**src/crri_defs.svh**
```systemverilog
// Register indices, reset values and vectors of the core register bank
`ifndef CRRI_DEFS_SVH
`define CRRI_DEFS_SVH
`define CRRI_IDX_TOP_UPPER 5'h00
`define CRRI_IDX_TOP_HIGH 5'h01
`define CRRI_IDX_TOP_LOW 5'h02
`define CRRI_IDX_STACK_PTR 5'h03
`define CRRI_IDX_LATCH_UPPER 5'h04
`define CRRI_IDX_LATCH_HIGH 5'h05
`define CRRI_IDX_PC_LOW 5'h06
`define CRRI_IDX_TBL_UPPER 5'h07
`define CRRI_IDX_TBL_HIGH 5'h08
`define CRRI_IDX_TBL_LOW 5'h09
`define CRRI_IDX_TBL_DATA 5'h0a
`define CRRI_IDX_PROD_HIGH 5'h0b
`define CRRI_IDX_PROD_LOW 5'h0c
`define CRRI_IDX_ICTL_FIRST 5'h0d
`define CRRI_IDX_ICTL_SECOND 5'h0e
`define CRRI_IDX_ICTL_THIRD 5'h0f
`define CRRI_IDX_FSEL0_HIGH 5'h10
`define CRRI_IDX_FSEL0_LOW 5'h11
`define CRRI_IDX_WORK_ACC 5'h12
`define CRRI_IDX_IND_FIRST 5'h13
`define CRRI_IDX_IND_LAST 5'h1c
`define CRRI_IDX_PORT_IN 5'h1d
`define CRRI_IDX_PORT_LATCH 5'h1e
`define CRRI_IDX_PORT_DIR 5'h1f
`define CRRI_ICTL_FIRST_RST 7'h00
`define CRRI_ICTL_SECOND_RST 8'hff
`define CRRI_ICTL_THIRD_RST 8'hc0
`define CRRI_SP_FLAG_MASK 8'hc0
`define CRRI_SP_IMPL_MASK 8'hdf
`define CRRI_PORT_FREE_MASK 8'h3f
`define CRRI_GLOBAL_HIGH_IRQ_ENABLE_BIT 7
`define CRRI_GLOBAL_LOW_IRQ_ENABLE_BIT 6
`define CRRI_SP_FULL_BIT 7
`define CRRI_VEC_HIGH 21'h000008
`define CRRI_VEC_LOW 21'h000018
`define CRRI_PC_STEP 21'h000002
`define CRRI_SP_LAST 5'h1f
`endif

```
**src/crri_pkg.sv**
```systemverilog
// Types shared by the core register bank
package crri_pkg;
  typedef enum logic [1:0] {init_none, init_por, init_other, init_wake} crri_init_e;
  typedef logic [20:0] crri_pc_t;
endpackage : crri_pkg

```
**src/crri_bus_if.sv**
```systemverilog
// Decoded register access between bus slave and register bank
interface crri_bus_if;
  logic wr_stb;
  logic [4:0] idx;
  logic [7:0] wdata;
  logic [7:0] rd_data;
  modport slave_side (output wr_stb, output idx, output wdata, input rd_data);
  modport core_side (input wr_stb, input idx, input wdata, output rd_data);
endinterface : crri_bus_if

```
**src/crri_apb_slave.sv**
```systemverilog
// APB slave: zero wait states, decoded strobe and registered read data
module crri_apb_slave (
  input wire logic pclk,
  input wire logic presetn,
  input wire logic psel,
  input wire logic penable,
  input wire logic pwrite,
  input wire logic [31:0] paddr,
  input wire logic [31:0] pwdata,
  output logic [31:0] prdata,
  output logic pready,
  output logic pslverr,
  crri_bus_if.slave_side bus
);
  logic [31:0] prdata_q;
  wire setup = psel && !penable;
  wire access = psel && penable;
  // Only 32 aligned words exist; anything else errors
  wire hit = (paddr[31:7] == 25'h0000000) && (paddr[1:0] == 2'h0);
  assign bus.idx = paddr[6:2];
  assign bus.wdata = pwdata[7:0];
  assign bus.wr_stb = access && pwrite && hit;
  assign pready = 1'b1;
  assign pslverr = access && !hit;
  assign prdata = prdata_q;
  // Read data is caught in the setup cycle so it comes from a flop
  always_ff @(posedge pclk or negedge presetn) begin
    if (!presetn) begin
      prdata_q <= 32'h00000000;
    end else if (setup) begin
      prdata_q <= {24'h000000, hit ? bus.rd_data : 8'h00};
    end
  end
endmodule : crri_apb_slave

```
**src/crri_wake_seq.sv**
```systemverilog
// Wake-up program counter, vector and stack push selection
`include "crri_defs.svh"
module crri_wake_seq (
  input wire crri_pkg::crri_pc_t pc,
  input wire logic [7:0] sp,
  input wire logic global_high_irq_enable,
  input wire logic global_low_irq_enable,
  input wire logic by_irq,
  input wire logic irq_high,
  output crri_pkg::crri_pc_t wake_pc,
  output crri_pkg::crri_pc_t ret_pc,
  output logic push,
  output logic [7:0] sp_next
);
  wire at_last = (sp[4:0] == `CRRI_SP_LAST);
  assign ret_pc = pc + `CRRI_PC_STEP;
  assign push = by_irq && (global_high_irq_enable || global_low_irq_enable);
  // Vector on an enabled interrupt, else resume past the sleep
  assign wake_pc = !push ? ret_pc : irq_high ? `CRRI_VEC_HIGH : `CRRI_VEC_LOW;
  // A push at the last slot keeps the pointer and flags the overflow
  assign sp_next = at_last ? (sp | 8'h80) : {sp[7:6], 1'b0, sp[4:0] + 5'h01};
endmodule : crri_wake_seq

```
**src/crri_core_regs.sv**
```systemverilog
// Core register bank with reset-class and wake-up initialization
`include "crri_defs.svh"
module crri_core_regs (
  input wire logic pclk,
  input wire logic presetn,
  input wire logic psel,
  input wire logic penable,
  input wire logic pwrite,
  input wire logic [31:0] paddr,
  input wire logic [31:0] pwdata,
  output logic [31:0] prdata,
  output logic pready,
  output logic pslverr,
  input wire logic rst_por_pulse,
  input wire logic rst_other_pulse,
  input wire logic wake_pulse,
  input wire logic wake_by_irq,
  input wire logic wake_irq_high,
  input wire logic [7:0] wake_flags_first,
  input wire logic [7:0] wake_flags_third,
  input wire logic osc_frees_pins,
  input wire logic [7:0] first_port_pins,
  output logic [20:0] pc_value,
  output logic [7:0] stack_ptr_value,
  output logic [7:0] port_latch_out,
  output logic [7:0] port_dir_out
);
  crri_bus_if bus ();

  crri_apb_slave u_apb (
    .pclk(pclk),
    .presetn(presetn),
    .psel(psel),
    .penable(penable),
    .pwrite(pwrite),
    .paddr(paddr),
    .pwdata(pwdata),
    .prdata(prdata),
    .pready(pready),
    .pslverr(pslverr),
    .bus(bus)
  );

  crri_pkg::crri_init_e init_cls;
  crri_pkg::crri_pc_t tos_q, tos_d, pc_q, pc_d;
  crri_pkg::crri_pc_t wake_pc, ret_pc;
  logic [7:0] sp_q, sp_d, sp_next;
  logic [4:0] lat_u_q, lat_u_d;
  logic [7:0] lat_h_q, lat_h_d;
  logic [21:0] tbl_q, tbl_d;
  logic [7:0] table_data_latch_q, table_data_latch_d;
  logic [7:1] ic1_q, ic1_d;
  logic [7:0] ic2_q, ic2_d, ic3_q, ic3_d;
  logic [7:0] plat_q, plat_d, pdir_q, pdir_d;
  logic ic1_b0_q;
  logic [7:0] prod_h_q, prod_l_q, acc_q, fsel_l_q;
  logic [3:0] fsel_h_q;
  logic push;
  logic [7:0] rd_mux;

  // Power-on outranks the other class, which outranks a wake-up
  assign init_cls = rst_por_pulse ? crri_pkg::init_por :
                    rst_other_pulse ? crri_pkg::init_other :
                    wake_pulse ? crri_pkg::init_wake : crri_pkg::init_none;

  wire wr = bus.wr_stb;
  wire [7:0] wd = bus.wdata;
  wire port_mask_on = !osc_frees_pins;
  wire [7:0] port_mask = port_mask_on ? `CRRI_PORT_FREE_MASK : 8'hff;
  wire ind_hit = (bus.idx >= `CRRI_IDX_IND_FIRST) && (bus.idx <= `CRRI_IDX_IND_LAST);
  wire global_high_irq_enable = ic1_q[`CRRI_GLOBAL_HIGH_IRQ_ENABLE_BIT];
  wire global_low_irq_enable = ic1_q[`CRRI_GLOBAL_LOW_IRQ_ENABLE_BIT];

  crri_wake_seq u_wake (
    .pc(pc_q),
    .sp(sp_q),
    .global_high_irq_enable(global_high_irq_enable),
    .global_low_irq_enable(global_low_irq_enable),
    .by_irq(wake_by_irq),
    .irq_high(wake_irq_high),
    .wake_pc(wake_pc),
    .ret_pc(ret_pc),
    .push(push),
    .sp_next(sp_next)
  );

  always_comb begin
    tos_d = tos_q;
    sp_d = sp_q;
    pc_d = pc_q;
    lat_u_d = lat_u_q;
    lat_h_d = lat_h_q;
    tbl_d = tbl_q;
    table_data_latch_d = table_data_latch_q;
    ic1_d = ic1_q;
    ic2_d = ic2_q;
    ic3_d = ic3_q;
    plat_d = plat_q;
    pdir_d = pdir_q;
    if (wr) begin
      unique case (bus.idx)
        `CRRI_IDX_TOP_UPPER: tos_d[20:16] = wd[4:0];
        `CRRI_IDX_TOP_HIGH: tos_d[15:8] = wd;
        `CRRI_IDX_TOP_LOW: tos_d[7:0] = wd;
        `CRRI_IDX_STACK_PTR: sp_d = wd & `CRRI_SP_IMPL_MASK;
        `CRRI_IDX_LATCH_UPPER: lat_u_d = wd[4:0];
        `CRRI_IDX_LATCH_HIGH: lat_h_d = wd;
        // Writing the low byte jumps, pulling the upper bits from the latches
        `CRRI_IDX_PC_LOW: pc_d = {lat_u_q, lat_h_q, wd};
        `CRRI_IDX_TBL_UPPER: tbl_d[21:16] = wd[5:0];
        `CRRI_IDX_TBL_HIGH: tbl_d[15:8] = wd;
        `CRRI_IDX_TBL_LOW: tbl_d[7:0] = wd;
        `CRRI_IDX_TBL_DATA: table_data_latch_d = wd;
        `CRRI_IDX_ICTL_FIRST: ic1_d = wd[7:1];
        `CRRI_IDX_ICTL_SECOND: ic2_d = wd;
        `CRRI_IDX_ICTL_THIRD: ic3_d = wd;
        `CRRI_IDX_PORT_LATCH: plat_d = wd;
        `CRRI_IDX_PORT_DIR: pdir_d = wd;
        default: ;
      endcase
    end
    unique case (init_cls)
      crri_pkg::init_por, crri_pkg::init_other: begin
        tos_d = 21'h000000;
        // Power-on keeps the overflow flags so software can still see them
        sp_d = (init_cls == crri_pkg::init_por) ? (sp_q & `CRRI_SP_FLAG_MASK) : 8'h00;
        lat_u_d = 5'h00;
        lat_h_d = 8'h00;
        pc_d = 21'h000000;
        tbl_d = 22'h000000;
        table_data_latch_d = 8'h00;
        ic1_d = `CRRI_ICTL_FIRST_RST;
        ic2_d = `CRRI_ICTL_SECOND_RST;
        ic3_d = `CRRI_ICTL_THIRD_RST;
      end
      crri_pkg::init_wake: begin
        pc_d = wake_pc;
        if (push) begin
          tos_d = ret_pc;
          sp_d = sp_next;
        end
        // Waking flags win over a write landing in the same cycle
        ic1_d = ic1_d | wake_flags_first[7:1];
        ic3_d = ic3_d | wake_flags_third;
      end
      crri_pkg::init_none: ;
    endcase
    plat_d = plat_d & port_mask;
    pdir_d = pdir_d & port_mask;
  end

  always_ff @(posedge pclk or negedge presetn) begin
    if (!presetn) begin
      tos_q <= 21'h000000;
      sp_q <= 8'h00;
      pc_q <= 21'h000000;
      lat_u_q <= 5'h00;
      lat_h_q <= 8'h00;
      tbl_q <= 22'h000000;
      table_data_latch_q <= 8'h00;
      ic1_q <= `CRRI_ICTL_FIRST_RST;
      ic2_q <= `CRRI_ICTL_SECOND_RST;
      ic3_q <= `CRRI_ICTL_THIRD_RST;
      plat_q <= 8'h00;
      pdir_q <= 8'h00;
    end else begin
      tos_q <= tos_d;
      sp_q <= sp_d;
      pc_q <= pc_d;
      lat_u_q <= lat_u_d;
      lat_h_q <= lat_h_d;
      tbl_q <= tbl_d;
      table_data_latch_q <= table_data_latch_d;
      ic1_q <= ic1_d;
      ic2_q <= ic2_d;
      ic3_q <= ic3_d;
      plat_q <= plat_d;
      pdir_q <= pdir_d;
    end
  end

  // Data registers carry no reset at all; they power up unknown
  always_ff @(posedge pclk) begin
    if (wr && bus.idx == `CRRI_IDX_PROD_HIGH) prod_h_q <= wd;
    if (wr && bus.idx == `CRRI_IDX_PROD_LOW) prod_l_q <= wd;
    if (wr && bus.idx == `CRRI_IDX_WORK_ACC) acc_q <= wd;
    if (wr && bus.idx == `CRRI_IDX_FSEL0_HIGH) fsel_h_q <= wd[3:0];
    if (wr && bus.idx == `CRRI_IDX_FSEL0_LOW) fsel_l_q <= wd;
    if (init_cls == crri_pkg::init_wake && wake_flags_first[0]) begin
      ic1_b0_q <= 1'b1;
    end else if (wr && bus.idx == `CRRI_IDX_ICTL_FIRST) begin
      ic1_b0_q <= wd[0];
    end
  end

  always_comb begin
    rd_mux = 8'h00;
    unique case (bus.idx)
      `CRRI_IDX_TOP_UPPER: rd_mux = {3'h0, tos_q[20:16]};
      `CRRI_IDX_TOP_HIGH: rd_mux = tos_q[15:8];
      `CRRI_IDX_TOP_LOW: rd_mux = tos_q[7:0];
      `CRRI_IDX_STACK_PTR: rd_mux = sp_q & `CRRI_SP_IMPL_MASK;
      `CRRI_IDX_LATCH_UPPER: rd_mux = {3'h0, lat_u_q};
      `CRRI_IDX_LATCH_HIGH: rd_mux = lat_h_q;
      `CRRI_IDX_PC_LOW: rd_mux = pc_q[7:0];
      `CRRI_IDX_TBL_UPPER: rd_mux = {2'h0, tbl_q[21:16]};
      `CRRI_IDX_TBL_HIGH: rd_mux = tbl_q[15:8];
      `CRRI_IDX_TBL_LOW: rd_mux = tbl_q[7:0];
      `CRRI_IDX_TBL_DATA: rd_mux = table_data_latch_q;
      `CRRI_IDX_PROD_HIGH: rd_mux = prod_h_q;
      `CRRI_IDX_PROD_LOW: rd_mux = prod_l_q;
      `CRRI_IDX_ICTL_FIRST: rd_mux = {ic1_q, ic1_b0_q};
      `CRRI_IDX_ICTL_SECOND: rd_mux = ic2_q;
      `CRRI_IDX_ICTL_THIRD: rd_mux = ic3_q;
      `CRRI_IDX_FSEL0_HIGH: rd_mux = {4'h0, fsel_h_q};
      `CRRI_IDX_FSEL0_LOW: rd_mux = fsel_l_q;
      `CRRI_IDX_WORK_ACC: rd_mux = acc_q;
      `CRRI_IDX_PORT_IN: rd_mux = first_port_pins & port_mask;
      `CRRI_IDX_PORT_LATCH: rd_mux = plat_q;
      `CRRI_IDX_PORT_DIR: rd_mux = pdir_q;
      // Indirect windows are address decodes only, nothing to read back
      default: rd_mux = 8'h00;
    endcase
  end

  assign bus.rd_data = rd_mux;
  assign pc_value = pc_q;
  assign stack_ptr_value = sp_q;
  assign port_latch_out = plat_q;
  assign port_dir_out = pdir_q;

  wire any_rst = rst_por_pulse || rst_other_pulse;
endmodule : crri_core_regs

```
**config.mk**
```make
export PLATFORM = sky130hd
export DESIGN_NAME = crri_core_regs
export DESIGN_NICKNAME = d
export VERILOG_FILES = /design/src/crri_pkg.sv /design/src/crri_bus_if.sv /design/src/crri_apb_slave.sv /design/src/crri_wake_seq.sv /design/src/crri_core_regs.sv
export VERILOG_INCLUDE_DIRS = /design/src
export SDC_FILE = /design/constraint.sdc
export NUM_CORES = 1
export LEC_CHECK = 0
export BUFFER_PORTS_ARGS = -buffer_cell sky130_fd_sc_hd__buf_2
export CAP_MARGIN = 20
export CORE_ASPECT_RATIO = 1.1
export CORE_MARGIN = 4
export CORE_UTILIZATION = 25
export DETAILED_ROUTE_END_ITERATION = 10
export HOLD_SLACK_MARGIN = 0.1
export PLACE_DENSITY_LB_ADDON = 0.15
export SLEW_MARGIN = 10
export SYNTH_ARGS = -nofsm -noshare
export SYNTH_HDL_FRONTEND = slang
export SYNTH_SLANG_ARGS = --single-unit
export TNS_END_PERCENT = 5
```
**constraint.sdc**
```tcl
create_clock -name pclk -period 2.8 [get_ports pclk]
set_input_delay 0.28 -clock pclk [delete_from_list [all_inputs] [get_ports pclk]]
set_output_delay 0.28 -clock pclk [all_outputs]
set_load 0.05 [all_outputs]
```
==> results of run 1 <==
## worst max-delay path by stage
stage               slack [ns]               start                 end  cells after the start
floorplan                 0.50           paddr[13]         fsel_l_q[0]                      5
global placement          0.17            paddr[6]     u_apb.prdata[7]                      8
detailed placement        0.22            paddr[6]     u_apb.prdata[7]                      8
CTS                       0.53           tos_q[15]     u_apb.prdata[7]                      7
global route              0.41  stack_ptr_value[1]  stack_ptr_value[1]                      6
finish                    0.50           tos_q[15]     u_apb.prdata[7]                      7
## kinds of logic after synthesis
| family | share of synthesized area, % |
|---|---|
| fa+ha+maj | 0.7836 |
| simple gates | 17.81 |
| other cells | 0.07839 |
| buf+inv | 5.224 |
| flops | 48.19 |
| compound gates | 15.52 |
| mux | 10.75 |
| xor+xnor | 1.646 |
## state kept, by name, summed over array words and instances (netlist names)
name and cells:
acc_q 8, fsel_h_q 4, fsel_l_q 8, ic1_b0_q 1, ic1_q 7, ic2_q 8, ic3_q 8, lat_h_q 8
lat_u_q 5, pc_value 21, port_dir_out 8, port_latch_out 8, prod_h_q 8, prod_l_q 8, stack_ptr_value 8, table_data_latch_q 8
tbl_q 22, tos_q 21, u_apb.prdata 8
## report_power, final
part	internal [W]	leakage (nW)	switching [W]
Sequential	0.00269	2.23	0.0000820
Combinational	0.000251	2.46	0.000653
Clock	0.00130	0.270	0.00106
Total	0.00424	4.96	0.00180
## layout make-up
type | instances | area share [%]
antenna | 1 | 0.02137
clock buffer | 20 | 3.728
clock inverter | 12 | 1.026
inverter | 9 | 0.2884
multi-input combinational | 703 | 38.95
sequential | 177 | 39.42
tap | 494 | 5.277
timing repair buffer | 206 | 11.29
## through the flow
step                hold WS, ns  instance area (sq um)  cells  setup slack, ns
finish                   0.1085                  11710   1622           0.5012
global route             0.1131                  11710   1622           0.4051
CTS                      0.1005                  11710   1621           0.5326
detailed placement       0.3271                  11040   1578           0.2227
global placement         0.3219                  11040   1578           0.1722
floorplan              -0.01559                   9667    982           0.5046
## cell usage in the layout, fill, tap and decap left out, types with 11 or more instances in the layout
| master | synthesis | routed |
|---|---|---|
| o21ai_0 | 40 | 40 |
| nor2b_1 | 11 | 11 |
| dlygate4sd3_1 | 0 | 11 |
| nand2b_1 | 19 | 19 |
| nand2_1 | 92 | 92 |
| nand4_1 | 12 | 12 |
| nor3_1 | 16 | 16 |
| edfxtp_1 | 36 | 36 |
| dfrtp_1 | 130 | 130 |
| o22ai_1 | 22 | 22 |
| conb_1 | 2 | 25 |
| mux2i_1 | 77 | 77 |
| mux2_2 | 23 | 23 |
| a22oi_1 | 36 | 36 |
| buf_4 | 26 | 62 |
| clkbuf_16 | 0 | 17 |
| nor2_1 | 82 | 82 |
| buf_2 | 10 | 127 |
| and3_1 | 14 | 14 |
| a21oi_1 | 52 | 52 |
| nand3_1 | 33 | 33 |
## tightest hold or removal path, delay by kind of cell
| kind | cells | cell delay [ns] |
|---|---|---|
| compound gates | 1 | 0.06 |
| buf+inv | 1 | 0.10 |
| simple gates | 1 | 0.07 |
## per-layer routing
| metal | GRT usage (%) | vias up |
|---|---|---|
| met5 | 0 | - |
| met4 | 5.335 | 2 |
| met3 | 3.566 | 40 |
| met2 | 30.30 | 313 |
| met1 | 25.94 | 4212 |
| li1 | - | 3780 |
## repair_timing
item	4_1_cts	5_1_grt
hold buffers	11	0
gates resized for setup	0	0
endpoints found under the hold margin	62	0
==> results.toml, run 1 <==
[run_status]
status = "finished, final reports clean"

[synth]
synth_area_leaders = "dfrtp_1 (34%), edfxtp_1 (11%), mux2i_1 (8.0%)"
yosysTopAreaCell = "dfrtp_1"
async_flop_share_pct = 79.10
synthCells = 959
ys_types = 67
synthFlopType = "dfrtp_1"
netlist.area_leader.share_pct = 33.96
synth-seq-area-share_pct = 48.19
syn-mean-instance-area_sq_um = 9.990
ys_warn_count = 0
synth-edff-count = 36
synth.cell_area_sq_mm = 0.009580
synth-seq-cells = 177
yosysMostFrequentCell = "dfrtp_1"
yosys-top-cells-count = "dfrtp_1 (130), nand2_1 (92), nor2_1 (82), mux2i_1 (77), a21oi_1 (52)"

[sta]
drv_slew = 0
rsz0062_at_grt = "false"
tightest_slew_ns = 0.8155
fin_crit_ns = 2.299
hold_violations = 0
slew_headroom_pct = 45.43
finalSetupViolCount = 0
fin_tns_setup_ns = 0
post-route-period-util_pct = 82.10
skew_ns = 0.01138
max_freq_mhz = 435.0

[floorplanning]
core_sq_mm = 0.03750
die_h_um = 213.3
dieArea_sq_mm = 0.04152
num_rows = 74
num_io_pins = 178
fp.dieW_um = 194.7
start_util_pct = 25.55

[global_routing]
grt-ovfl-total = 0
antenna_found_initial = 2
first_global_vias = 8326
grt.total_usage_pct = 18.76
grt_max_degree = 57
grt_pass1_wl_um = 57640

[worst_setup_path]
reg2reg_depth = 7
crit_arrival_ns = 2.62
worstSetupPathType = "reg2reg"
cp.required_ns = 3.12
crit_fanout = 2
r2r-end = "u_apb.prdata[7]"
critPathLaunchType = "flip-flop"
endpoint_kind = "flip-flop"
path_delay_family = "compound AO/OA/AOI/OAI gates"
r2r_slack_ns = 0.50
reg2reg_from = "tos_q[15]"
cp_cell_sequence = "mux2_2, and4_1, a21oi_1, nand4_1, a2111oi_0, buf_4, o21ai_0"
critPathMaxStageDelay_ns = 0.61
critPathSlowestCell = "a2111oi_0"
crit_buf_inv = 1

[cts]
cts_setup_buffers = 0
cts_sinks = 177
root_buffer = "clkbuf_16"
cts_buffers = 17
insertion_delay_ns = 0.44
clkTransAtPathRegs_ns = 0.07
cts_buffer_depth = 2
cts_tree = "yes"
htree_levels = 4

[power_and_ir_drop]
irDropWorstVdd_v = 0.0003920
power.density_mw_per_mm2 = 515.6
power_leakage_nw = 4.959
total_power_w = 0.006039

[placement]
gp_congestion = 0.8663
portBuffers = 128
dp_hpwl_um = 28510

[finish]
fin_util_pct = 31.23
seq_area_sq_mm = 0.004617
finalNetCount = 1219
area_delta_synth_final_pct = 22.25
multi_input_area_sq_mm = 0.004562
fillers = 3960
layout-drive-gt1-share_pct = 24.40

[routing]
dr_wl_met3_um = 2641
vias = 8347
drt_iter0_markers = 825
first_pass_iters = 5
routedWlPerCell_um = 24.30
top_layer = "met5"
drt.antenna.violating_nets = 0
m1WireLength_um = 17730
drc = 0
via_per_inst = 5.146
routed_wl_um = 39410
route.met2.wl_um = 18130

[worst_hold_path]
holdCritPathClass = "in2reg"
hold_depth = 3
hold_end = "ic1_q[5]"
hp-start = "wake_flags_first[5]"

[run]
cap_viol_max_count = 0
Note: power is estimated with default switching activity, not from simulation.
==> run 2, diff against run 1 <==
==> constraint.sdc (replaced) <==
create_clock -name pclk -period 2.2 [get_ports pclk]
set_input_delay 0.22 -clock pclk [delete_from_list [all_inputs] [get_ports pclk]]
set_output_delay 0.22 -clock pclk [all_outputs]
set_load 0.05 [all_outputs]
==> results.toml, run 2 (synthesized netlist as in run 1, its figures left out) <==
[run_status]
status = "finished, final reports clean"

[finish]
finalNetCount = 1308
layout-drive-gt1-share_pct = 30.10
seq_area_sq_mm = 0.004617
largest_reg_flops = 22
multi_input_area_sq_mm = 0.004582
final_common_cell = "buf_4"
fillers = 3900
stdcell_count = 1710
fin_util_pct = 33.43
regMostFlops = "tbl_q"
layout_common_cells = "buf_4 (136), dfrtp_1 (130), buf_2 (127)"
diodes = 0
area_delta_synth_final_pct = 30.85

[sta]
post-route-period-util_pct = 92.29
drv_slew = 0
rsz0062_at_grt = "false"
max_freq_mhz = 492.5
slew_headroom_pct = 48.27
skew_ns = 0.01568
fin_crit_ns = 2.030
hold_violations = 0
finalSetupViolCount = 0
tightest_slew_ns = 0.7760

[routing]
via_per_inst = 5.028
first_pass_iters = 8
vias = 8598
routed_wl_um = 40300
drt.antenna.violating_nets = 0
drt_iter0_markers = 714
drc = 0
routedWlPerCell_um = 23.56

[global_routing]
grt_max_degree = 56
first_global_vias = 8636
grt_pass1_wl_um = 59090
antenna_found_initial = 0
grt-ovfl-total = 0
grt.total_usage_pct = 19.15

[worst_hold_path]
hold_depth = 3
hp-start = "wake_flags_third[6]"
holdCritPathClass = "in2reg"
hold_end = "ic3_q[6]"

[floorplanning]
die_h_um = 213.3
start_util_pct = 25.55
dieArea_sq_mm = 0.04152
core_sq_mm = 0.03750
num_io_pins = 178
num_rows = 74
fp.dieW_um = 194.7

[worst_setup_path]
reg2reg_depth = 6
crit_path_frequent_cell = "nor2_1"
reg2reg_from = "stack_ptr_value[0]"
path_delay_family = "simple AND/OR/NAND/NOR gates"
crit_cells = 7
cp.required_ns = 2.51
crit_arrival_ns = 2.34
cp_cell_sequence = "buf_2, or3b_1, buf_4, nor2_1, nand2_1, mux2i_1, nor2_1"
endpoint_kind = "flip-flop"
crit_buf_inv = 2
critPathMaxStageDelay_ns = 0.53
worstSetupPathType = "in2reg"
critPathSlowestCell = "or3b_1"
r2r_slack_ns = 0.24
r2r-end = "stack_ptr_value[1]"
critPathLaunchType = "input pin"
crit_fanout = 18

[cts]
cts_tree = "yes"
clkTransAtPathRegs_ns = 0.08
htree_levels = 4
root_buffer = "clkbuf_16"
cts_buffer_depth = 2
insertion_delay_ns = 0.44
cts_setup_buffers = 0
cts_buffers = 17
cts_sinks = 177

[power_and_ir_drop]
power_leakage_nw = 5.451
irDropWorstVdd_v = 0.0005326
total_power_w = 0.007818
power.density_mw_per_mm2 = 623.7

[run]
cap_viol_max_count = 0

[placement]
dp_hpwl_um = 29700
portBuffers = 128
gp_congestion = 0.8885
dp_cells = 1661
[run 2: changes by cell type in the layout (fill, tap and decap cells not counted), moves of 5 or more]
cell           change
buf_4             +74
dlygate4sd3_1      +6
inv_8              +5
buf_12             +9
[run 2: where the power goes]
| group | total, W | internal (W) | switching, W | leakage [nW] |
|---|---|---|---|---|
| registers | 0.00350 | 0.00342 | 0.0000843 | 2.23 |
| clock network | 0.00304 | 0.00151 | 0.00153 | 0.283 |
| logic | 0.00128 | 0.000405 | 0.000874 | 2.94 |
| total | 0.00782 | 0.00533 | 0.00249 | 5.45 |
[run 2: worst min-delay path, cell delays in order]
cell and delay (ns):
buf_2 0.09, a21oi_1 0.07, o22ai_1 0.14
[run 2: metrics by stage]
step	TNS (ns)	instance area, sq um	setup slack (ns)	hold WS [ns]
after floorplan	-1.019	9676	-0.06397	-0.07559
after global placement	-7.281	11790	-0.2409	0.2047
after detailed placement	-6.916	11790	-0.2142	0.2046
after CTS	0	12520	0.03152	0.1201
after global routing	0	12540	0.01527	0.1570
final	0	12540	0.1697	0.1345
[run 2: layout make-up]
cell class / instances / area share, %
clock buffers: 17 / 3.394
clock inverters: 15 / 1.128
inverters: 9 / 0.2695
multi-input cells: 703 / 36.55
flip-flops and latches: 177 / 36.83
well taps: 494 / 4.931
repair buffers: 295 / 16.90
[run 2: worst max-delay path by stage]
stage / start / end / slack [ns]
floorplan: stack_ptr_value[0] / stack_ptr_value[1] / -0.06
global route: paddr[13] / pslverr / 0.02
CTS: stack_ptr_value[7] / u_apb.prdata[7] / 0.03
finish: paddr[4] / tbl_q[16] / 0.17
global placement: paddr[4] / tbl_q[16] / -0.24
detailed placement: paddr[4] / tbl_q[16] / -0.21
[run 2: repair_timing]
action                                  in CTS  in global routing
endpoints found under the setup margin       2                  3
cloned                                       0                  0
hold buffers                                17                  0
gates resized for setup                      1                  3
hold endpoints to repair                    59                  0
[run 2: routing by layer]
layer | wire length, um | part of all wire (%) | vias to the layer above | global-route usage (%)
met4 | 520 | 1.3 | 0 | 4.219
li1 | - | - | 3953 | -
met2 | 19080 | 47 | 315 | 32.22
met5 | 0 | 0 | - | 0
met1 | 18400 | 46 | 4299 | 26.47
met3 | 2301 | 5.7 | 31 | 2.730
